--- src/hdl/dac_clk_pkg.sv ---
// constants, register map and decoding shared by the clock control block
package dac_clk_pkg;
  // register byte offsets
  localparam logic [7:0]  OFF_CTRL      = 8'h00;
  localparam logic [7:0]  OFF_STATUS    = 8'h04;
  localparam logic [7:0]  OFF_IRQ_STAT  = 8'h08;
  localparam logic [7:0]  OFF_IRQ_MASK  = 8'h0C;
  localparam logic [7:0]  OFF_CAPTURE   = 8'h10;
  // control fields
  localparam int          CTRL_SYNC_BIT = 0;
  localparam int          CTRL_CAPT_BIT = 1;
  localparam logic        CTRL_CAPT_RST = 1'h1;
  // status fields
  localparam int          ST_LOCK_BIT   = 0;
  localparam int          ST_MULT_BIT   = 1;
  localparam int          ST_ZS_BIT     = 2;
  localparam int          ST_CLK1X_BIT  = 3;
  localparam int          ST_RATIO_LSB  = 4;
  localparam int          ST_RATE_LSB   = 8;
  // interrupt fields
  localparam int          IRQ_W         = 3;
  localparam int          IRQ_LOCK_BIT  = 0;
  localparam int          IRQ_LOSS_BIT  = 1;
  localparam int          IRQ_SYNC_BIT  = 2;
  localparam logic [2:0]  IRQ_MASK_RST  = 3'h0;
  // datapath
  localparam logic [13:0] MIDSCALE      = 14'h2000;
  localparam logic [13:0] CODE_RST      = 14'h2000;
  // timing counts in clock cycles and the lfsr seed
  localparam logic [7:0]  RATE_WIN      = 8'hFF;
  localparam logic [7:0]  REF_TIMEOUT   = 8'hFF;
  localparam logic [23:0] ACQ_BASE      = 24'h000100;
  localparam logic [7:0]  LFSR_SEED     = 8'hA5;
  // bus responses
  localparam logic [1:0]  RESP_OKAY     = 2'h0;
  localparam logic [1:0]  RESP_SLVERR   = 2'h2;

  // strap code to prescaler divide ratio
  function automatic logic [3:0] ratio_value(input logic [1:0] code);
    unique case (code)
      2'h0: ratio_value = 4'h1;
      2'h1: ratio_value = 4'h2;
      2'h2: ratio_value = 4'h4;
      default: ratio_value = 4'h8;
    endcase
  endfunction
endpackage

--- src/hdl/dac_clock_multiplier_control.sv ---
// clock generation, lock signalling and data capture for the dac core
`timescale 1ns/1ps
module dac_clock_multiplier_control
  import dac_clk_pkg::*;
(
  // clock and reset
  input  wire logic        mclk_i,
  input  wire logic        rst_n_i,
  // straps and pins
  input  wire logic        mult_enable_i,
  input  wire logic        zero_stuff_select_i,
  input  wire logic        filter_response_select_i,
  input  wire logic        prescale_code_hi_i,
  input  wire logic        prescale_code_lo_i,
  input  wire logic        sync_reset_i,
  input  wire logic        ref_clk_i,
  output logic             lock_indicator_out_o,
  // input data path
  input  wire logic [13:0] data_i,
  output logic [13:0] data_latch_o,
  output logic             capture_o,
  // interpolation filter side
  input  wire logic [13:0] filt_data_i,
  input  wire logic        filt_valid_i,
  output logic             filt_highpass_o,
  output logic [13:0] dac_code_o,
  output logic             dac_update_o,
  // axi4-lite slave
  input  wire logic [7:0]  s_axi_awaddr,
  input  wire logic        s_axi_awvalid,
  output logic             s_axi_awready,
  input  wire logic [31:0] s_axi_wdata,
  input  wire logic [3:0]  s_axi_wstrb,
  input  wire logic        s_axi_wvalid,
  output logic             s_axi_wready,
  output logic [1:0]       s_axi_bresp,
  output logic             s_axi_bvalid,
  input  wire logic        s_axi_bready,
  input  wire logic [7:0]  s_axi_araddr,
  input  wire logic        s_axi_arvalid,
  output logic             s_axi_arready,
  output logic [31:0]      s_axi_rdata,
  output logic [1:0]       s_axi_rresp,
  output logic             s_axi_rvalid,
  input  wire logic        s_axi_rready,
  // interrupt
  output logic             irq_o
);
  logic        ref_q_reg, ref_rise, zs, sync_pulse;
  logic [1:0]  ratio_code;
  logic [1:0]  ph_reg, ph_next, ph_adv;
  logic        clk1x_reg, clk1x_next, sync_q_reg, sync_q_next, held_reg, held_next;
  logic [7:0]  per_cnt_reg, per_cnt_next, per_reg, per_next, interval;
  logic [7:0]  tick_cnt_reg, tick_cnt_next, win_reg, win_next;
  logic [7:0]  edges_reg, edges_next, rate_reg, rate_next;
  logic        tick, slot_reg, slot_next, capt_now;
  logic [13:0] hold_reg, hold_next, latch_next, code_next;
  logic        locked, wander, locked_q_reg;
  logic        ctrl_capt_reg, ctrl_capt_next;
  logic [2:0]  irq_stat_reg, irq_stat_next, irq_mask_reg, irq_mask_next, irq_ev;
  logic [7:0]  aw_addr_reg, aw_addr_next;
  logic [31:0] w_data_reg, w_data_next, rdata_next;
  logic [3:0]  w_strb_reg, w_strb_next;
  logic        aw_full_reg, aw_full_next, w_full_reg, w_full_next;
  logic        bvalid_next, rvalid_next, do_write, do_read, sw_sync;
  logic [1:0]  bresp_next, rresp_next;

  assign zs         = zero_stuff_select_i;
  assign ratio_code = {prescale_code_hi_i, prescale_code_lo_i};
  assign ref_rise   = ref_clk_i && !ref_q_reg;
  assign sync_pulse = sync_reset_i || sw_sync;

  lock_tracker u_lock (
    .mclk_i       (mclk_i),
    .rst_n_i      (rst_n_i),
    .enable_i     (mult_enable_i),
    .ref_rise_i   (ref_rise),
    .ratio_code_i (ratio_code),
    .rate_est_i   (rate_reg),
    .locked_o     (locked),
    .wander_o     (wander)
  );

  // bypass divider, rate measure and update ticks
  always_comb begin
    ph_adv       = (ph_reg == (zs ? 2'h3 : 2'h1)) ? 2'h0 : ph_reg + 2'h1;
    ph_next      = ph_reg;
    clk1x_next   = clk1x_reg;
    held_next    = held_reg;
    sync_q_next  = sync_pulse;
    capt_now     = 1'b0;
    if (mult_enable_i) begin
      // loop mode keeps phase with every reference edge
      ph_next    = 2'h0;
      clk1x_next = 1'b1;
      held_next  = 1'b0;
      capt_now   = ref_rise;
    end else if (sync_pulse) begin
      // reset holds 1x high and the divider at its start
      ph_next    = 2'h0;
      clk1x_next = 1'b1;
      held_next  = 1'b1;
    end else if (ref_rise) begin
      ph_next    = ph_adv;
      clk1x_next = (ph_adv == 2'h0);
      capt_now   = (ph_adv == 2'h0);
      held_next  = 1'b0;
    end
    per_cnt_next  = ref_rise ? 8'h01 : (per_cnt_reg == 8'hFF ? per_cnt_reg : per_cnt_reg + 8'h01);
    per_next      = ref_rise ? per_cnt_reg : per_reg;
    interval      = zs ? (per_reg >> 2) : (per_reg >> 1);
    if (interval == 8'h00) begin
      interval = 8'h01;
    end
    // bypass updates on every reference edge, loop mode at 2x or 4x
    if (!mult_enable_i) begin
      tick          = ref_rise;
      tick_cnt_next = 8'h00;
    end else if (ref_rise) begin
      tick          = 1'b1;
      tick_cnt_next = interval - 8'h01;
    end else if (tick_cnt_reg == 8'h00) begin
      tick          = 1'b1;
      tick_cnt_next = interval - 8'h01;
    end else begin
      tick          = 1'b0;
      tick_cnt_next = tick_cnt_reg - 8'h01;
    end
    win_next   = (win_reg == RATE_WIN) ? 8'h00 : win_reg + 8'h01;
    edges_next = (win_reg == RATE_WIN) ? 8'h00 :
                 (ref_rise && edges_reg != 8'hFF) ? edges_reg + 8'h01 : edges_reg;
    rate_next  = (win_reg == RATE_WIN) ? edges_reg : rate_reg;
  end

  // capture and zero-stuffing datapath
  always_comb begin
    hold_next  = filt_valid_i ? filt_data_i : hold_reg;
    latch_next = (capt_now && ctrl_capt_reg) ? data_i : data_latch_o;
    slot_next  = slot_reg;
    code_next  = dac_code_o;
    if (tick) begin
      if (zs && slot_reg) begin
        code_next = MIDSCALE;
      end else begin
        code_next = hold_reg;
      end
      slot_next = zs ? !slot_reg : 1'b0;
    end
  end

  always_ff @(posedge mclk_i or negedge rst_n_i) begin
    if (!rst_n_i) begin
      ref_q_reg    <= 1'b0;
      ph_reg       <= 2'h0;
      clk1x_reg    <= 1'b1;
      held_reg     <= 1'b0;
      sync_q_reg   <= 1'b0;
      per_cnt_reg  <= 8'h00;
      per_reg      <= 8'h02;
      tick_cnt_reg <= 8'h00;
      win_reg      <= 8'h00;
      edges_reg    <= 8'h00;
      rate_reg     <= 8'h00;
      hold_reg     <= CODE_RST;
      data_latch_o <= CODE_RST;
      slot_reg     <= 1'b0;
      dac_code_o   <= CODE_RST;
      dac_update_o <= 1'b0;
      capture_o    <= 1'b0;
      locked_q_reg <= 1'b0;
    end else begin
      ref_q_reg    <= ref_clk_i;
      ph_reg       <= ph_next;
      clk1x_reg    <= clk1x_next;
      held_reg     <= held_next;
      sync_q_reg   <= sync_q_next;
      per_cnt_reg  <= per_cnt_next;
      per_reg      <= per_next;
      tick_cnt_reg <= tick_cnt_next;
      win_reg      <= win_next;
      edges_reg    <= edges_next;
      rate_reg     <= rate_next;
      hold_reg     <= hold_next;
      data_latch_o <= latch_next;
      slot_reg     <= slot_next;
      dac_code_o   <= code_next;
      dac_update_o <= tick;
      capture_o    <= capt_now && ctrl_capt_reg;
      locked_q_reg <= locked;
    end
  end

  // lock output: steady high, wandering, or the 1x clock
  assign lock_indicator_out_o = !mult_enable_i ? clk1x_reg : (locked ? 1'b1 : wander);
  assign filt_highpass_o      = filter_response_select_i;

  // register slave
  assign s_axi_awready = !aw_full_reg && !s_axi_bvalid;
  assign s_axi_wready  = !w_full_reg && !s_axi_bvalid;
  assign s_axi_arready = !s_axi_rvalid;
  assign do_write      = aw_full_reg && w_full_reg && !s_axi_bvalid;
  assign do_read       = s_axi_arvalid && s_axi_arready;
  assign sw_sync       = do_write && aw_addr_reg == OFF_CTRL && w_strb_reg[0] &&
                         w_data_reg[CTRL_SYNC_BIT];

  always_comb begin
    aw_full_next   = aw_full_reg;
    aw_addr_next   = aw_addr_reg;
    w_full_next    = w_full_reg;
    w_data_next    = w_data_reg;
    w_strb_next    = w_strb_reg;
    bvalid_next    = s_axi_bvalid && !s_axi_bready;
    bresp_next     = s_axi_bresp;
    rvalid_next    = s_axi_rvalid && !s_axi_rready;
    rresp_next     = s_axi_rresp;
    rdata_next     = s_axi_rdata;
    ctrl_capt_next = ctrl_capt_reg;
    irq_mask_next  = irq_mask_reg;
    irq_ev         = '0;
    irq_ev[IRQ_LOCK_BIT] = locked && !locked_q_reg;
    irq_ev[IRQ_LOSS_BIT] = !locked && locked_q_reg;
    irq_ev[IRQ_SYNC_BIT] = !sync_pulse && sync_q_reg && !mult_enable_i;
    irq_stat_next  = irq_stat_reg;
    if (s_axi_awvalid && s_axi_awready) begin
      aw_full_next = 1'b1;
      aw_addr_next = s_axi_awaddr;
    end
    if (s_axi_wvalid && s_axi_wready) begin
      w_full_next = 1'b1;
      w_data_next = s_axi_wdata;
      w_strb_next = s_axi_wstrb;
    end
    if (do_write) begin
      aw_full_next = 1'b0;
      w_full_next  = 1'b0;
      bvalid_next  = 1'b1;
      bresp_next   = RESP_OKAY;
      unique case (aw_addr_reg)
        OFF_CTRL: begin
          if (w_strb_reg[0]) begin
            ctrl_capt_next = w_data_reg[CTRL_CAPT_BIT];
          end
        end
        OFF_IRQ_MASK: begin
          if (w_strb_reg[0]) begin
            irq_mask_next = w_data_reg[IRQ_W-1:0];
          end
        end
        OFF_STATUS, OFF_IRQ_STAT, OFF_CAPTURE: bresp_next = RESP_OKAY;
        default: bresp_next = RESP_SLVERR;
      endcase
    end
    if (do_read) begin
      rvalid_next = 1'b1;
      rresp_next  = RESP_OKAY;
      rdata_next  = 32'h00000000;
      unique case (s_axi_araddr)
        OFF_CTRL:     rdata_next[CTRL_CAPT_BIT] = ctrl_capt_reg;
        OFF_STATUS: begin
          rdata_next[ST_LOCK_BIT]  = locked;
          rdata_next[ST_MULT_BIT]  = mult_enable_i;
          rdata_next[ST_ZS_BIT]    = zs;
          rdata_next[ST_CLK1X_BIT] = clk1x_reg;
          rdata_next[ST_RATIO_LSB +: 4] = ratio_value(ratio_code);
          rdata_next[ST_RATE_LSB +: 8]  = rate_reg;
        end
        OFF_IRQ_STAT: begin
          rdata_next[IRQ_W-1:0] = irq_stat_reg;
          irq_stat_next = '0;
        end
        OFF_IRQ_MASK: rdata_next[IRQ_W-1:0] = irq_mask_reg;
        OFF_CAPTURE:  rdata_next[13:0] = data_latch_o;
        default:      rresp_next = RESP_SLVERR;
      endcase
    end
    // a new event wins over the read clear
    irq_stat_next = irq_stat_next | irq_ev;
  end

  always_ff @(posedge mclk_i or negedge rst_n_i) begin
    if (!rst_n_i) begin
      aw_full_reg   <= 1'b0;
      aw_addr_reg   <= 8'h00;
      w_full_reg    <= 1'b0;
      w_data_reg    <= 32'h00000000;
      w_strb_reg    <= 4'h0;
      s_axi_bvalid  <= 1'b0;
      s_axi_bresp   <= RESP_OKAY;
      s_axi_rvalid  <= 1'b0;
      s_axi_rresp   <= RESP_OKAY;
      s_axi_rdata   <= 32'h00000000;
      ctrl_capt_reg <= CTRL_CAPT_RST;
      irq_mask_reg  <= IRQ_MASK_RST;
      irq_stat_reg  <= '0;
    end else begin
      aw_full_reg   <= aw_full_next;
      aw_addr_reg   <= aw_addr_next;
      w_full_reg    <= w_full_next;
      w_data_reg    <= w_data_next;
      w_strb_reg    <= w_strb_next;
      s_axi_bvalid  <= bvalid_next;
      s_axi_bresp   <= bresp_next;
      s_axi_rvalid  <= rvalid_next;
      s_axi_rresp   <= rresp_next;
      s_axi_rdata   <= rdata_next;
      ctrl_capt_reg <= ctrl_capt_next;
      irq_mask_reg  <= irq_mask_next;
      irq_stat_reg  <= irq_stat_next;
    end
  end

  assign irq_o = |(irq_stat_reg & irq_mask_reg);
endmodule

--- src/hdl/lock_tracker.sv ---
// loop acquisition model and lock indicator source
`timescale 1ns/1ps
module lock_tracker
  import dac_clk_pkg::*;
(
  // clock and reset
  input  wire logic       mclk_i,
  input  wire logic       rst_n_i,
  // loop inputs
  input  wire logic       enable_i,
  input  wire logic       ref_rise_i,
  input  wire logic [1:0] ratio_code_i,
  input  wire logic [7:0] rate_est_i,
  // loop outputs
  output logic            locked_o,
  output logic            wander_o
);
  typedef enum logic [2:0] {
    S_OFF  = 3'b001,
    S_ACQ  = 3'b010,
    S_LOCK = 3'b100
  } lock_state_e;

  lock_state_e state_reg, state_next;
  logic [23:0] acq_reg, acq_next, target;
  logic [7:0]  idle_reg, idle_next, lfsr_reg, lfsr_next;
  logic [1:0]  code_reg, code_next;
  logic [3:0]  ratio;
  logic        lost;

  always_comb begin
    ratio      = ratio_value(ratio_code_i);
    // longer at higher rate and at larger ratio
    target     = (ACQ_BASE + {8'h00, rate_est_i, 8'h00}) * {20'h00000, ratio};
    idle_next  = ref_rise_i ? 8'h00 : (idle_reg == REF_TIMEOUT ? idle_reg : idle_reg + 8'h01);
    lost       = (idle_reg == REF_TIMEOUT) || (ratio_code_i != code_reg);
    code_next  = ratio_code_i;
    lfsr_next  = {lfsr_reg[6:0], lfsr_reg[7] ^ lfsr_reg[5] ^ lfsr_reg[4] ^ lfsr_reg[3]};
    state_next = state_reg;
    acq_next   = acq_reg;
    unique case (state_reg)
      S_OFF: begin
        acq_next = 24'h000000;
        if (enable_i) begin
          state_next = S_ACQ;
        end
      end
      S_ACQ: begin
        acq_next = lost ? 24'h000000 : acq_reg + 24'h000001;
        if (!enable_i) begin
          state_next = S_OFF;
        end else if (acq_reg >= target) begin
          state_next = S_LOCK;
        end
      end
      S_LOCK: begin
        acq_next = 24'h000000;
        if (!enable_i) begin
          state_next = S_OFF;
        end else if (lost) begin
          state_next = S_ACQ;
        end
      end
      default: begin
        state_next = S_OFF;
      end
    endcase
  end

  always_ff @(posedge mclk_i or negedge rst_n_i) begin
    if (!rst_n_i) begin
      state_reg <= S_OFF;
      acq_reg   <= 24'h000000;
      idle_reg  <= 8'h00;
      lfsr_reg  <= LFSR_SEED;
      code_reg  <= 2'h0;
    end else begin
      state_reg <= state_next;
      acq_reg   <= acq_next;
      idle_reg  <= idle_next;
      lfsr_reg  <= lfsr_next;
      code_reg  <= code_next;
    end
  end

  assign locked_o = (state_reg == S_LOCK);
  // irregular toggling while acquiring
  assign wander_o = lfsr_reg[0];
endmodule

--- config.mk ---
export PLATFORM = sky130hd
export DESIGN_NAME = dac_clock_multiplier_control
export DESIGN_NICKNAME = d
export VERILOG_FILES = /design/src/hdl/dac_clk_pkg.sv /design/src/hdl/dac_clock_multiplier_control.sv /design/src/hdl/lock_tracker.sv
export SDC_FILE = /design/constraint.sdc
export NUM_CORES = 1
export LEC_CHECK = 0
export ABC_AREA = 1
export ABC_CLOCK_PERIOD_IN_PS = 11270
export BUFFER_PORTS_ARGS = -buffer_cell sky130_fd_sc_hd__buf_2
export CAP_MARGIN = 40
export CELL_PAD_IN_SITES_DETAIL_PLACEMENT = 1
export CELL_PAD_IN_SITES_GLOBAL_PLACEMENT = 1
export CORE_UTILIZATION = 46
export CTS_CLUSTER_DIAMETER = 100
export DETAILED_ROUTE_END_ITERATION = 8
export GPL_ROUTABILITY_DRIVEN = 0
export PLACE_DENSITY_LB_ADDON = 0.05
export SETUP_SLACK_MARGIN = 0.3
export SYNTH_ARGS = -nofsm -noshare
export SYNTH_HDL_FRONTEND = slang
export SYNTH_SLANG_ARGS = --single-unit
--- constraint.sdc ---
create_clock -name mclk_i -period 11.27 [get_ports mclk_i]
set_input_delay 1.127 -clock mclk_i [delete_from_list [all_inputs] [get_ports mclk_i]]
set_output_delay 1.127 -clock mclk_i [all_outputs]
set_load 0.02 [all_outputs]
Yosys cells after proc, flatten, opt, wreduce, memory -nomap -nowiden
Index checks and enable logic that the tools add are counted.
{"block": "word_totals", "ff_bits": 187, "in_bits": 95}
{"block": "op_classes", "n_lt_le_gt_ge": 1, "reduce_logical": 52, "muxes": 54, "eq_ne": 24, "bitwise": 5, "add_sub_neg": 9, "n_mul": 1}
{"operator": "8-bit 2-to-1 mux", "count": 10}
{"operator": "24-bit one-hot mux with 2 select lines", "count": 1}
{"operator": "8-bit by 1-bit adder with 8-bit output (second input constant)", "count": 4}
{"operator": "8-bit by 4-bit == test with 1-bit output (second input constant)", "count": 4}
{"operator": "8-bit logical NOT", "count": 4}
{"operator": "24-bit by 1-bit adder with 24-bit output (second input constant)", "count": 1}
{"operator": "8-bit == test (second input constant)", "count": 3}
{"operator": "24-bit greater-or-equal comparator", "count": 1}
{"operator": "24-bit by 4-bit multiplier with 24-bit output", "count": 1}
{"operator": "24-bit 2-to-1 mux", "count": 1}
{"operator": "11-bit one-hot mux with 2 select lines", "count": 1}
{"operator": "3-bit 2-to-1 mux", "count": 7}
{"operator": "1-bit logical AND", "count": 20}
{"operator": "1-bit 2-to-1 mux", "count": 18}
{"operator": "9-bit by 16-bit adder with 17-bit output (first input constant)", "count": 1}
{"operator": "8-bit by 3-bit == test with 1-bit output (second input constant)", "count": 2}
{"operator": "8-bit by 5-bit == test with 1-bit output (second input constant)", "count": 2}
{"operator": "2-bit 2-to-1 mux", "count": 8}
{"operator": "8-bit by 1-bit subtractor with 8-bit output (second input constant)", "count": 2}
{"operator": "14-bit 2-to-1 mux", "count": 1}
{"operator": "7-bit 2-to-1 mux", "count": 2}
{"operator": "1-bit logical NOT", "count": 12}
{"operator": "4-bit one-hot mux with 3 select lines", "count": 1}
{"operator": "5-bit OR reduction", "count": 2}
{"operator": "24 further kinds", "count": 37}

Logic depth before layout (Yosys ltp)
Gate-level depths: netlist of the first run.
{"block": "logic_depth", "ltp_word": 10, "mapped_depth": 30}

Modules after synthesis
Synthesis of the first run repeated with hierarchy kept, for this count alone.
{"block": "unflattened", "hier_cells": 1308, "hier_area_um2": 10626.4}
{"mod": "dac_clock_multiplier_control", "cells_per_inst": 742, "area_per_inst_um2": 6557.5, "n_inst": 1}
{"mod": "lock_tracker", "cells_per_inst": 566, "area_per_inst_um2": 4068.9, "n_inst": 1}

Least setup slack after synthesis of the first run
OpenSTA, ideal clock, no wires.
{"block": "synth_timing", "kind": "input -> register", "startpoint": "input port prescale_code_hi_i", "endpoint": "register u_lock.state_reg[2]", "n_path_buf": 1, "stages": 26, "setup_ns": 0.118, "arrival_ns": 4.536, "slack_ns": 6.616, "cell_sequence": "clkbuf_2 > inv_1 > nor2_1 > inv_1 > nor2_1 > fa_1 > inv_1 > fa_1 > inv_1 > ha_1 > nand2_1 > o21ai_0 > nand2_1 > nand2_1 > nand3_1 > nand3_1 > nand2_1 > ha_1 > nand2_1 > inv_1 > nand2_1 > nand2_1 > a21oi_1 > nand3_1 > nand3_1 > nand2_1"}
{"block": "synth_between", "elab_chain_len": 6, "word_cells_on_any_way": 11}
{"element": "start: declaration", "line": "dac_clock_multiplier_control.sv:13", "rtl": "input wire logic prescale_code_hi_i,"}
{"element": "2-bit == test (tied with other cells)", "line": "dac_clk_pkg.sv:40", "rtl": "unique case (code)"}
{"element": "4-bit one-hot mux with 3 select lines", "line": "dac_clk_pkg.sv:40"}
{"element": "24-bit by 4-bit multiplier with 24-bit output", "line": "lock_tracker.sv:34", "rtl": "target = (ACQ_BASE + {8'h00, rate_est_i, 8'h00}) * {20'h00000, ratio};"}
{"element": "24-bit greater-or-equal comparator", "line": "lock_tracker.sv:52", "rtl": "end else if (acq_reg >= target) begin"}
{"element": "3-bit by 2-bit != test with 1-bit output (no line)"}
{"element": "3-bit AND reduction (no line) (*)"}
{"element": "end signal: assignment", "line": "lock_tracker.sv:78", "rtl": "state_reg <= state_next;"}
{"element": "end: declaration", "line": "lock_tracker.sv:24", "rtl": "lock_state_e state_reg, state_next;"}
Mark *: on every way between the ends. The rest lies on a longest branch, timed or not.
A chain may end at the register's enable or synchronous reset.

Final worst setup path of the first run
{"block": "layout_timing", "startpoint": "register rate_reg[0]", "endpoint": "register u_lock.state_reg[1]"}
{"block": "layout_between", "elab_chain_len": 5}
{"element": "start: declaration", "line": "dac_clock_multiplier_control.sv:55", "rtl": "logic [7:0] edges_reg, edges_next, rate_reg, rate_next;"}
{"element": "start signal: assignment", "line": "dac_clock_multiplier_control.sv:182", "rtl": "rate_reg <= rate_next;"}
{"element": "9-bit by 16-bit adder with 17-bit output", "line": "lock_tracker.sv:34"}
{"element": "24-bit by 4-bit multiplier with 24-bit output", "line": "lock_tracker.sv:34"}
{"element": "24-bit greater-or-equal comparator", "line": "lock_tracker.sv:52"}
{"element": "3-bit by 2-bit != test with 1-bit output (no line)"}
{"element": "3-bit AND reduction (no line)"}
No other way between the ends.

==> impl_metrics.csv, run 1 <==
group,metric,value,unit
logic_synthesis,synth_area,0.0107,sq mm
pwr,ir_drop,0.115,mV
sta,finalSetupTns,0,ns
logic_synthesis,ys_warn_count,0,
clock_tree,cts_sinks,184,
sta,finalHoldViolations,0,
clock_tree,clock_latency,0.44,ns
critical_path,crit_family,"adder cells",
critical_path,required,11.57,ns
clock_tree,cts_made_buffers,17,
sta,finalCritPeriodShare,43.3,%
logic_synthesis,yosys-top-cells-count,"nand2_1, dfrtp_1, inv_1",
clock_tree,cts_setup_buffers,0,
logic_synthesis,ys_types,57,
critical_path,crit_top_cell,"nand2_1",
critical_path,crit_fanout,5,
floorplanning,fp.dieArea,0.0239,sq mm
clock_tree,clkTransAtPathRegs,0.07,ns
outcome,status,"completed",
sta,setup_viol,0,
floorplanning,io_pins,169,
route,dr.pass1.iters,5,
floorplanning,die_h,155,microns
critical_path,path_class,"reg2reg",
cells_and_area,nNetsFinal,1557,
route,post_drt_via_cell_ratio,5.19,
route,vias,9003,
logic_synthesis,synth-seq-area-share,43.0,%
logic_synthesis,yosysMostFrequentCell,"nand2_1",
clock_tree,cts_tree,"built",
placement,place_area,0.0115,sq mm
sta,skew,0.0167,ns
pwr,power.leakage,6.04,nW
sta,hold_slack,0.363,ns
logic_synthesis,ys_top_cells_by_area,"dfrtp_1, nand2_1, nand3_1, inv_1, ha_1",
logic_synthesis,syn_avg_cell_area,8.28,sq um
route,drcViolationCount,0,
critical_path,cp_num_buf_inv,4,
sta,timing.final.crit_period,4.88,ns
floorplanning,die_x,155,microns
sta,setup_slack,6.39,ns
global_route,grt_pass1_vias,9557,
placement,dpl_worst_slack,5.92,ns
critical_path,setup.worst_path.start_class,"register",
route,wl,27600,microns
sta,rsz0062_at_grt,"false",
clock_tree,hold_buffers,0,
pwr,fin_total_pwr,2.13,mW
sta,slew_violations,0,
critical_path,cp.arrival,5.18,ns
pwr,power_density,176,mW/mm^2
route,antenna_left,0,
logic_synthesis,synthArstFlopShare,100,%
critical_path,end_kind,"register",
cells_and_area,postLayoutCellArea,0.0121,sq mm
global_route,gr-total-overflow,0,
cells_and_area,largest_reg_flops,24,
logic_synthesis,syn_inst,1295,
clock_tree,htreeDepth,4,
placement,io_buffers,116,
logic_synthesis,ys_seq_elements,184,
sta,max_freq,205,MHz
floorplanning,initial_core_util,47.1,%
clock_tree,cts_resized,0,
cells_and_area,layout-drive-gt1-share,18.2,%
cells_and_area,area.growth.synth_to_final,13.0,%
route,drt_iter0_drc,417,
global_route,antenna_found_initial,5,
logic_synthesis,synth_top_area_share,40.4,%
sta,worst_slew_pin_slew,0.684,ns
critical_path,worst_path_max_delay_cell,"fa_1",
logic_synthesis,synth_top_cell_by_area,"dfrtp_1",
critical_path,regToRegSetupSlack,6.39,ns
flow_run,cap_viol_max_count,0,
logic_synthesis,ys.flop_type,"dfrtp_1",
critical_path,cpPeakStageDelay,0.53,ns
placement,post-dp-hpwl,21000,microns
clock_tree,clk_path_buf_depth,2,
floorplanning,core,0.0228,sq mm
sta,slew_headroom,54.3,%
global_route,grt_max_degree,75,
worst_hold_path,hold_class,"reg2reg",
global_route,grt_first_pass_wirelength,46700,microns
floorplanning,num_rows,55,
logic_synthesis,synth_enable_flop_cells,0,
global_route,grt.total_usage,24.4,%
clock_tree,clock-root-buffer,"clkbuf_16",
route,post_drt_wl_per_cell,15.9,microns
-- path summary, 6_finish.rpt --
kind	from	to	depth (start not counted)
max	rate_reg[0]$_DFFE_PN0N_	u_lock.state_reg[1]$_DFFE_PN0P_	27
min	u_lock.lfsr_reg[6]$_DFF_PN0_	u_lock.lfsr_reg[7]$_DFF_PN1_	0
max reg2reg	rate_reg[0]$_DFFE_PN0N_	u_lock.state_reg[1]$_DFFE_PN0P_	27
min reg2reg	u_lock.lfsr_reg[6]$_DFF_PN0_	u_lock.lfsr_reg[7]$_DFF_PN1_	0
max in group asynchronous	rst_n_i	hold_reg[13]$_DFFE_PN1P_	3
min in group asynchronous	rst_n_i	u_lock.acq_reg[5]$_DFFE_PN0P_	1
-- placed cells by master (no fill, tap or decap), types with 6 or more instances in the layout --
cell / count
nand3_1: 129
a21oi_1: 27
dfstp_2: 11
a31oi_1: 18
clkbuf_16: 17
o21ai_0: 74
buf_2: 115
conb_1: 18
nor2_2: 14
o21ai_1: 6
inv_1: 151
xnor2_1: 8
nand2_2: 6
xor2_1: 26
nand2_1: 283
nor3_1: 17
nand4_1: 18
nor2_1: 125
inv_8: 6
dfrtp_1: 173
mux2_2: 25
ha_1: 41
inv_2: 10
nor2_4: 8
fa_1: 14
-- cell type report --
type	instances	area [sq um]
Inverter	165	629
Tap cell	313	392
Fill cell	2814	10700
Timing Repair Buffer	123	682
Clock buffer	17	425
Sequential cell	184	4620
Multi-Input combinational cell	916	5210
Antenna cell	2	5.00
Clock inverter	15	154
-- metal layers --
layer	GRT usage (%)	up-vias	part of all wire, %
met5	0	-	0.065
met4	6.69	4	0.89
met3	4.85	24	3.8
met2	44.1	116	52
met1	29.5	4469	44
li1	-	4390	-
-- power by group --
group	internal, mW	switching (mW)	total [mW]	leakage, nW
combinational	0.211	0.418	0.629	3.43
clock	0.297	0.297	0.593	0.288
sequential	0.802	0.104	0.906	2.33
total	1.31	0.818	2.13	6.04
-- cells by family (layout without fill, tap and decap cells) --
logic type | Yosys count | in the layout | share of synthesized area [%]
AO/OA/AOI/OAI | 155 | 155 | 8.18
XOR/XNOR | 34 | 34 | 2.78
multiplexers | 25 | 25 | 2.62
adder cells (fa/ha/maj) | 55 | 55 | 7.39
buffers and inverters | 212 | 320 | 8.96
flip-flops | 184 | 184 | 43.0
other | 1 | 20 | 0.0350
AND/OR/NAND/NOR | 629 | 629 | 27.0
-- through the flow --
stage | cells | utilization, %
floorplan | 1312 | -
global placement | 1696 | 50.3
detailed placement | 1701 | 50.6
CTS | 1733 | 53.2
global route | 1735 | 53.2
finish | 1735 | 53.2
No activity file was read; power rests on OpenSTA's default activity.
==> run 2: changes to the inputs <==
Settings changed: ABC_AREA 1 to 0, ABC_CLOCK_PERIOD_IN_PS 11270 to 4700, CORE_UTILIZATION 46 to 44.
Clock period 11.27 ns to 4.7 ns, I/O delays scaled along.
==> run 2 against run 1 <==
  * Final area fell by 1.2%
  * Critical path depth fell by 9
  * Flip-flop and latch count did not move
  * Critical endpoint is now u_lock.state_reg[2]$_DFFE_PN0P_
  * Critical path type unchanged
  * Synthesized area fell by 7.1%
  * Cell count fell by 17%
  * Combinational power rose by 88%
  * Sequential share of layout area rose by 0.47 points
  * Sequential power rose by 130%
  * Via count fell by 13%
  * Clock skew fell by 0.00098 ns
  * Non-clock buffer count rose by 45
  * Clock-buffer cell count did not move
  * Largest power group unchanged
==> impl_metrics.csv, run 2 <==
group,metric,value,unit
sta,hold_slack,0.0559,ns
global_route,grt_first_pass_wirelength,42200,microns
cells_and_area,layout_commonest_cell,"dfrtp_1",
cells_and_area,nNetsFinal,1304,
logic_synthesis,ys_warn_count,0,
critical_path,cp_num_buf_inv,2,
critical_path,cpPeakStageDelay,0.60,ns
outcome,status,"completed",
floorplanning,die_h,152,microns
sta,setup_viol,0,
critical_path,setup.worst_path.start_class,"register",
sta,finalSetupTns,0,ns
floorplanning,fp.dieArea,0.0233,sq mm
critical_path,rr_startpoint,"rate_reg[1]$_DFFE_PN0N_",
logic_synthesis,ys_seq_elements,184,
logic_synthesis,syn_avg_cell_area,9.94,sq um
route,wl,25200,microns
pwr,power.leakage,5.65,nW
sta,finalHoldViolations,0,
logic_synthesis,synthArstFlopShare,100,%
clock_tree,clk_path_buf_depth,2,
clock_tree,cts_made_buffers,17,
placement,io_buffers,116,
cells_and_area,area.growth.synth_to_final,20.2,%
critical_path,reg2reg_depth,18,
critical_path,crit_top_cell,"ha_4",
critical_path,required,5.01,ns
cells_and_area,fin_cells,1447,
clock_tree,hold_buffers,0,
route,drt_iter0_drc,325,
logic_synthesis,syn_inst,1002,
floorplanning,initial_core_util,45.2,%
sta,worst_slew_pin_slew,0.980,ns
sta,rsz0062_at_grt,"true",
global_route,gr-total-overflow,0,
flow_run,cap_viol_max_count,0,
logic_synthesis,synth_top_area_share,43.4,%
clock_tree,clkTransAtPathRegs,0.08,ns
critical_path,crit_fanout,3,
cells_and_area,n_antenna_cell,0,
floorplanning,num_rows,54,
cells_and_area,largest_reg_flops,24,
critical_path,regToRegEndpoint,"u_lock.state_reg[2]$_DFFE_PN0P_",
critical_path,end_kind,"register",
logic_synthesis,ys_top_cells_by_area,"dfrtp_1, mux2_2, ha_1, nand2_1, o21ai_0",
floorplanning,die_x,152,microns
global_route,grt.total_usage,22.6,%
clock_tree,htreeDepth,4,
placement,post-dp-hpwl,18100,microns
worst_hold_path,hold_class,"in2async",
critical_path,worst_path_max_delay_cell,"fa_2",
critical_path,path_class,"reg2reg",
clock_tree,cts_sinks,184,
placement,dp_cells,1410,
route,dr.pass1.iters,4,
route,vias,7817,
sta,skew,0.0157,ns
global_route,antenna_found_initial,2,
clock_tree,clock_latency,0.43,ns
route,antenna_left,0,
pwr,power_density,392,mW/mm^2
critical_path,cp.arrival,4.91,ns
critical_path,cp_cell_sequence,"ha_4 > xnor2_4 > or2_4 > fa_1 > fa_2 > inv_2 > ha_4 > a211oi_4 > o211ai_1 > a311oi_2 > xor2_1 > ha_1 > a21oi_2 > o21ai_2 > a41oi_1 > nor3_2 > buf_4 > a31o_4",
logic_synthesis,yosys-top-cells-count,"dfrtp_1, nand2_1, nor2_1",
floorplanning,core,0.0220,sq mm
pwr,ir_drop,0.248,mV
sta,slew_headroom,34.1,%
global_route,grt_pass1_vias,8294,
sta,slew_violations,0,
floorplanning,io_pins,169,
sta,timing.final.crit_period,4.60,ns
logic_synthesis,synth_top_cell_by_area,"dfrtp_1",
critical_path,regToRegSetupSlack,0.10,ns
logic_synthesis,synth-seq-area-share,46.3,%
clock_tree,cts_tree,"built",
logic_synthesis,ys.flop_type,"dfrtp_1",
route,post_drt_wl_per_cell,17.4,microns
sta,max_freq,217,MHz
logic_synthesis,ys_types,67,
logic_synthesis,yosysMostFrequentCell,"dfrtp_1",
global_route,grt_max_degree,95,
clock_tree,clock-root-buffer,"clkbuf_16",
critical_path,crit_family,"adder cells",
route,post_drt_via_cell_ratio,5.40,
logic_synthesis,synth_enable_flop_cells,0,
logic_synthesis,synth_area,0.00996,sq mm
cells_and_area,layout-drive-gt1-share,27.6,%
cells_and_area,final_cell_mix,"dfrtp_1, nand2_1, buf_2",
sta,finalCritPeriodShare,97.9,%
route,drcViolationCount,0,
## run 2: changes by cell type in the layout (fill, tap and decap cells not counted), sizes merged, moves of 15 or more
cell    before  now
nand2      295  120
nor2       149   85
nand3      134   28
mux2        25   55
nand2b       0   15
and3         2   19
buf        122  167
xnor2        8   27
inv        170   62
## run 2: routing by layer
metal  wire length [microns]  vias to the layer above  track usage [%]
met5                      16                        -                0
met4                     320                        2             5.72
met3                     877                       27             4.66
met2                   13000                      103             40.7
met1                   11000                     3920             27.5
li1                        -                     3765                -
## run 2: kinds of logic (layout without fill, tap and decap cells)
logic type / count (synthesis) / count (layout) / share of synthesized area (%)
and+or+nand+nor: 360 / 360 / 17.3
DFF: 184 / 184 / 46.3
AOI/OAI and AO/OA: 181 / 181 / 11.5
buffers and inverters: 104 / 252 / 4.81
muxes: 64 / 64 / 7.46
adders and majority gates: 55 / 55 / 7.96
xor gates and xnor gates: 53 / 53 / 4.66
other: 1 / 18 / 0.0376
## run 2: repair_timing
| action | 4_1_cts | 5_1_grt |
|---|---|---|
| endpoints found under the setup margin | 2 | 2 |
| endpoints found under the hold margin | 0 | 0 |
| gates cloned | 0 | 0 |
| pin swaps | 24 | 10 |
| gates resized for setup | 29 | 16 |
| buffers inserted | 5 | 0 |
## run 2: power breakdown
group	switching, mW	internal (mW)
Combinational	0.696	0.484
Sequential	0.241	1.87
Clock	0.695	0.711
## run 2: how the worst max path moves through the flow
stage                                 start                              end  slack (ns)  cells past startpoint
finish              rate_reg[1]$_DFFE_PN0N_  u_lock.state_reg[2]$_DFFE_PN0P_        0.10                     18
global route        rate_reg[1]$_DFFE_PN0N_  u_lock.state_reg[2]$_DFFE_PN0P_       -0.09                     22
CTS                 rate_reg[0]$_DFFE_PN0N_  u_lock.state_reg[2]$_DFFE_PN0P_       -0.05                     18
detailed placement  rate_reg[1]$_DFFE_PN0N_  u_lock.state_reg[2]$_DFFE_PN0P_       -0.19                     21
global placement         prescale_code_hi_i  u_lock.state_reg[2]$_DFFE_PN0P_       -0.13                     20
floorplan           rate_reg[0]$_DFFE_PN0N_  u_lock.state_reg[2]$_DFFE_PN0P_        0.30                     20
## run 2: area by class of cell
| cell class | count | area, sq um |
|---|---|---|
| Clock inverter | 15 | 149 |
| Tap cell | 280 | 350 |
| Clock buffer | 17 | 425 |
| Sequential cell | 184 | 4620 |
| Multi-Input combinational cell | 731 | 5230 |
| Inverter | 52 | 195 |
| Fill cell | 2490 | 10000 |
| Timing Repair Buffer | 168 | 1010 |
## run 2: stage by stage
stage / worst slack, ns / utilization [%] / total power [mW] / cell area [sq um]
global placement: -0.126 / 50.4 / 3.26 / 11100
global route: -0.0854 / 54.4 / 4.98 / 12000
detailed placement: -0.188 / 50.6 / 3.32 / 11100
floorplan: 0.305 / - / 2.91 / 10100
CTS: -0.0454 / 54.0 / 4.76 / 11900
finish: 0.101 / 54.4 / 4.69 / 12000
==> run 3: changes to the inputs <==
Settings changed: ABC_CLOCK_PERIOD_IN_PS 4700 to 4200, CORE_UTILIZATION 44 to 40.
Clock period 4.7 ns to 4.2 ns, I/O delays scaled along.
==> run 3 against run 2 <==
  * The flow now finishes with violations (negative setup slack)
  * Wire length shrank 0.57%
  * Hold slack improved by 0.058 ns
  * First-iteration DRC count increased by 5.8%
==> impl_metrics.csv, run 3 (same netlist as run 2, synthesis figures left out) <==
group,metric,value,unit
sta,setup_viol,2,
floorplanning,num_rows,57,
pwr,power.leakage,5.71,nW
sta,rsz0062_at_grt,"true",
clock_tree,htreeDepth,4,
cells_and_area,post-route-util,50.0,%
route,post_drt_via_cell_ratio,5.18,
route,wl,25000,microns
pwr,internal_power,3.46,mW
sta,slew_violations,0,
floorplanning,io_pins,169,
sta,finalHoldViolations,0,
critical_path,reg2reg_depth,18,
clock_tree,cts_made_buffers,17,
cells_and_area,final_cell_mix,"dfrtp_1, nand2_1, buf_2",
pwr,combPwrFrac,24.7,%
route,vias,7792,
critical_path,path_class,"reg2reg",
placement,post-dp-hpwl,18500,microns
sta,skew,0.0171,ns
pwr,p_switching,1.87,mW
clock_tree,clk_path_buf_depth,2,
critical_path,crit_start,"rate_reg[0]$_DFFE_PN0N_",
critical_path,crit_family,"adder cells",
pwr,p_clk_share,30.8,%
pwr,seq_power_share,44.5,%
flow_run,cap_viol_max_count,0,
critical_path,cpPeakStageDelay,0.53,ns
floorplanning,initial_core_util,40.9,%
clock_tree,cts_tree,"built",
sta,max_freq,224,MHz
clock_tree,cts_sinks,184,
route,post_drt_wl_per_cell,16.6,microns
sta,hold_slack,0.114,ns
critical_path,path_depth,18,
critical_path,worst_path_max_delay_cell,"fa_1",
cells_and_area,fin_cells,1504,
floorplanning,fp.dieArea,0.0255,sq mm
cells_and_area,largest_reg_flops,24,
floorplanning,core,0.0244,sq mm
pwr,power_density,436,mW/mm^2
cells_and_area,area.growth.synth_to_final,22.5,%
placement,place_area,0.0114,sq mm
route,antenna_left,0,
outcome,violations,"negative setup slack",
global_route,grt_pass1_vias,8424,
sta,worst_slew_pin_slew,0.828,ns
worst_hold_path,hold_class,"in2reg",
pwr,ir_drop,0.251,mV
global_route,antenna_found_initial,2,
sta,finalCritPeriodShare,106,%
placement,io_buffers,116,
critical_path,crit_fanout,5,
critical_path,cp_cell_sequence,"ha_4 > nand3_4 > xor2_4 > nor2_1 > fa_1 > inv_1 > fa_1 > inv_1 > ha_4 > o21ai_0 > a21oi_2 > a311oi_2 > nor2b_1 > o21ai_1 > ha_1 > a2111oi_4 > o32ai_1 > a31o_2",
clock_tree,clkTransAtPathRegs,0.09,ns
floorplanning,die_h,160,microns
worst_hold_path,worstHoldStart,"ref_clk_i",
route,dr.pass1.iters,5,
critical_path,rr_startpoint,"rate_reg[0]$_DFFE_PN0N_",
critical_path,setup.worst_path.start_class,"register",
clock_tree,clock-root-buffer,"clkbuf_16",
placement,dp_cells,1465,
global_route,grt.total_usage,20.8,%
clock_tree,clock_latency,0.44,ns
sta,slew_headroom,44.3,%
floorplanning,die_x,160,microns
outcome,status,"complete, but fails checks",
cells_and_area,layout_commonest_cell,"dfrtp_1",
sta,timing.final.crit_period,4.47,ns
worst_hold_path,hold_depth,1,
cells_and_area,layout-drive-gt1-share,28.1,%
route,drt_iter0_drc,344,
global_route,gr-total-overflow,0,
global_route,grt_max_degree,90,
sta,finalSetupTns,-0.490,ns
pwr,p_sw_share,35.1,%
critical_path,cp.arrival,4.79,ns
critical_path,end_kind,"register",
cells_and_area,postLayoutCellArea,0.0122,sq mm
critical_path,cp_num_buf_inv,2,
sta,setup_slack,-0.270,ns
critical_path,required,4.52,ns
cells_and_area,nNetsFinal,1316,
global_route,grt_first_pass_wirelength,42900,microns
route,drcViolationCount,0,
## run 3: worst register-to-register path, stage by stage, from the launching register on
cell       delay (ns)
dfrtp_2          0.44
ha_4             0.19
nand3_4          0.13
xor2_4           0.20
nor2_1           0.09
fa_1             0.51
inv_1            0.05
fa_1             0.53
inv_1            0.06
ha_4             0.25
o21ai_0          0.21
a21oi_2          0.12
a311oi_2         0.34
nor2b_1          0.09
o21ai_1          0.18
ha_1             0.30
a2111oi_4        0.32
o32ai_1          0.12
a31o_2           0.22
## run 3: path summary, 6_finish.rpt
| check | slack, ns | endpoint |
|---|---|---|
| max in group asynchronous | 2.72 | data_latch_o[13]$_DFFE_PN1P_ |
| worst min register to register | 0.37 | u_lock.lfsr_reg[2]$_DFF_PN1_ |
| worst max-delay path | -0.27 | u_lock.state_reg[2]$_DFFE_PN0P_ |
| worst min-delay path | 0.11 | ref_q_reg$_DFF_PN0_ |
| min in group asynchronous | 0.37 | per_cnt_reg[7]$_DFFE_PN0P_ |
| worst max register to register | -0.27 | u_lock.state_reg[2]$_DFFE_PN0P_ |
## run 3: layout make-up
cell class                 instances  area (sq um)
clock inverter                    14           178
antenna                            1          2.50
sequential                       184          4620
clock buffer                      18           439
multi-input combinational        731          5240
timing repair buffer             180          1120
tap                              324           405
fill                            2811         12200
inverter                          52           195
## run 3: metal layers
metal | GRT usage [%] | part of all wire, % | vias to the layer above
met2 | 35.9 | 51 | 91
li1 | - | - | 3798
met3 | 3.66 | 2.9 | 21
met5 | 0 | 0 | -
met4 | 5.80 | 1.2 | 0
met1 | 26.7 | 45 | 3882
## run 3: stage by stage
step	setup slack (ns)	total power [mW]
after CTS	-0.317	5.41
after global placement	-0.300	3.66
after global routing	-0.460	5.66
final	-0.270	5.33
after detailed placement	-0.381	3.73
after floorplan	-0.00255	3.26
## run 3: power groups by stage
stage / Clock (mW) / Combinational (mW) / Sequential [mW]
floorplan: 0 / 0.802 / 2.45
global placement: 0 / 1.28 / 2.39
detailed placement: 0 / 1.33 / 2.40
CTS: 1.69 / 1.34 / 2.37
global route: 1.76 / 1.48 / 2.43
finish: 1.64 / 1.31 / 2.37
## run 3: repair_timing
action / 4_1_cts / 5_1_grt
buffers inserted: 2 / 3
endpoints found under the setup margin: 2 / 2
gates resized for setup: 6 / 12
pin swaps: 4 / 4
hold endpoints to repair: 12 / 0
hold buffers: 1 / 0
gates cloned: 0 / 0
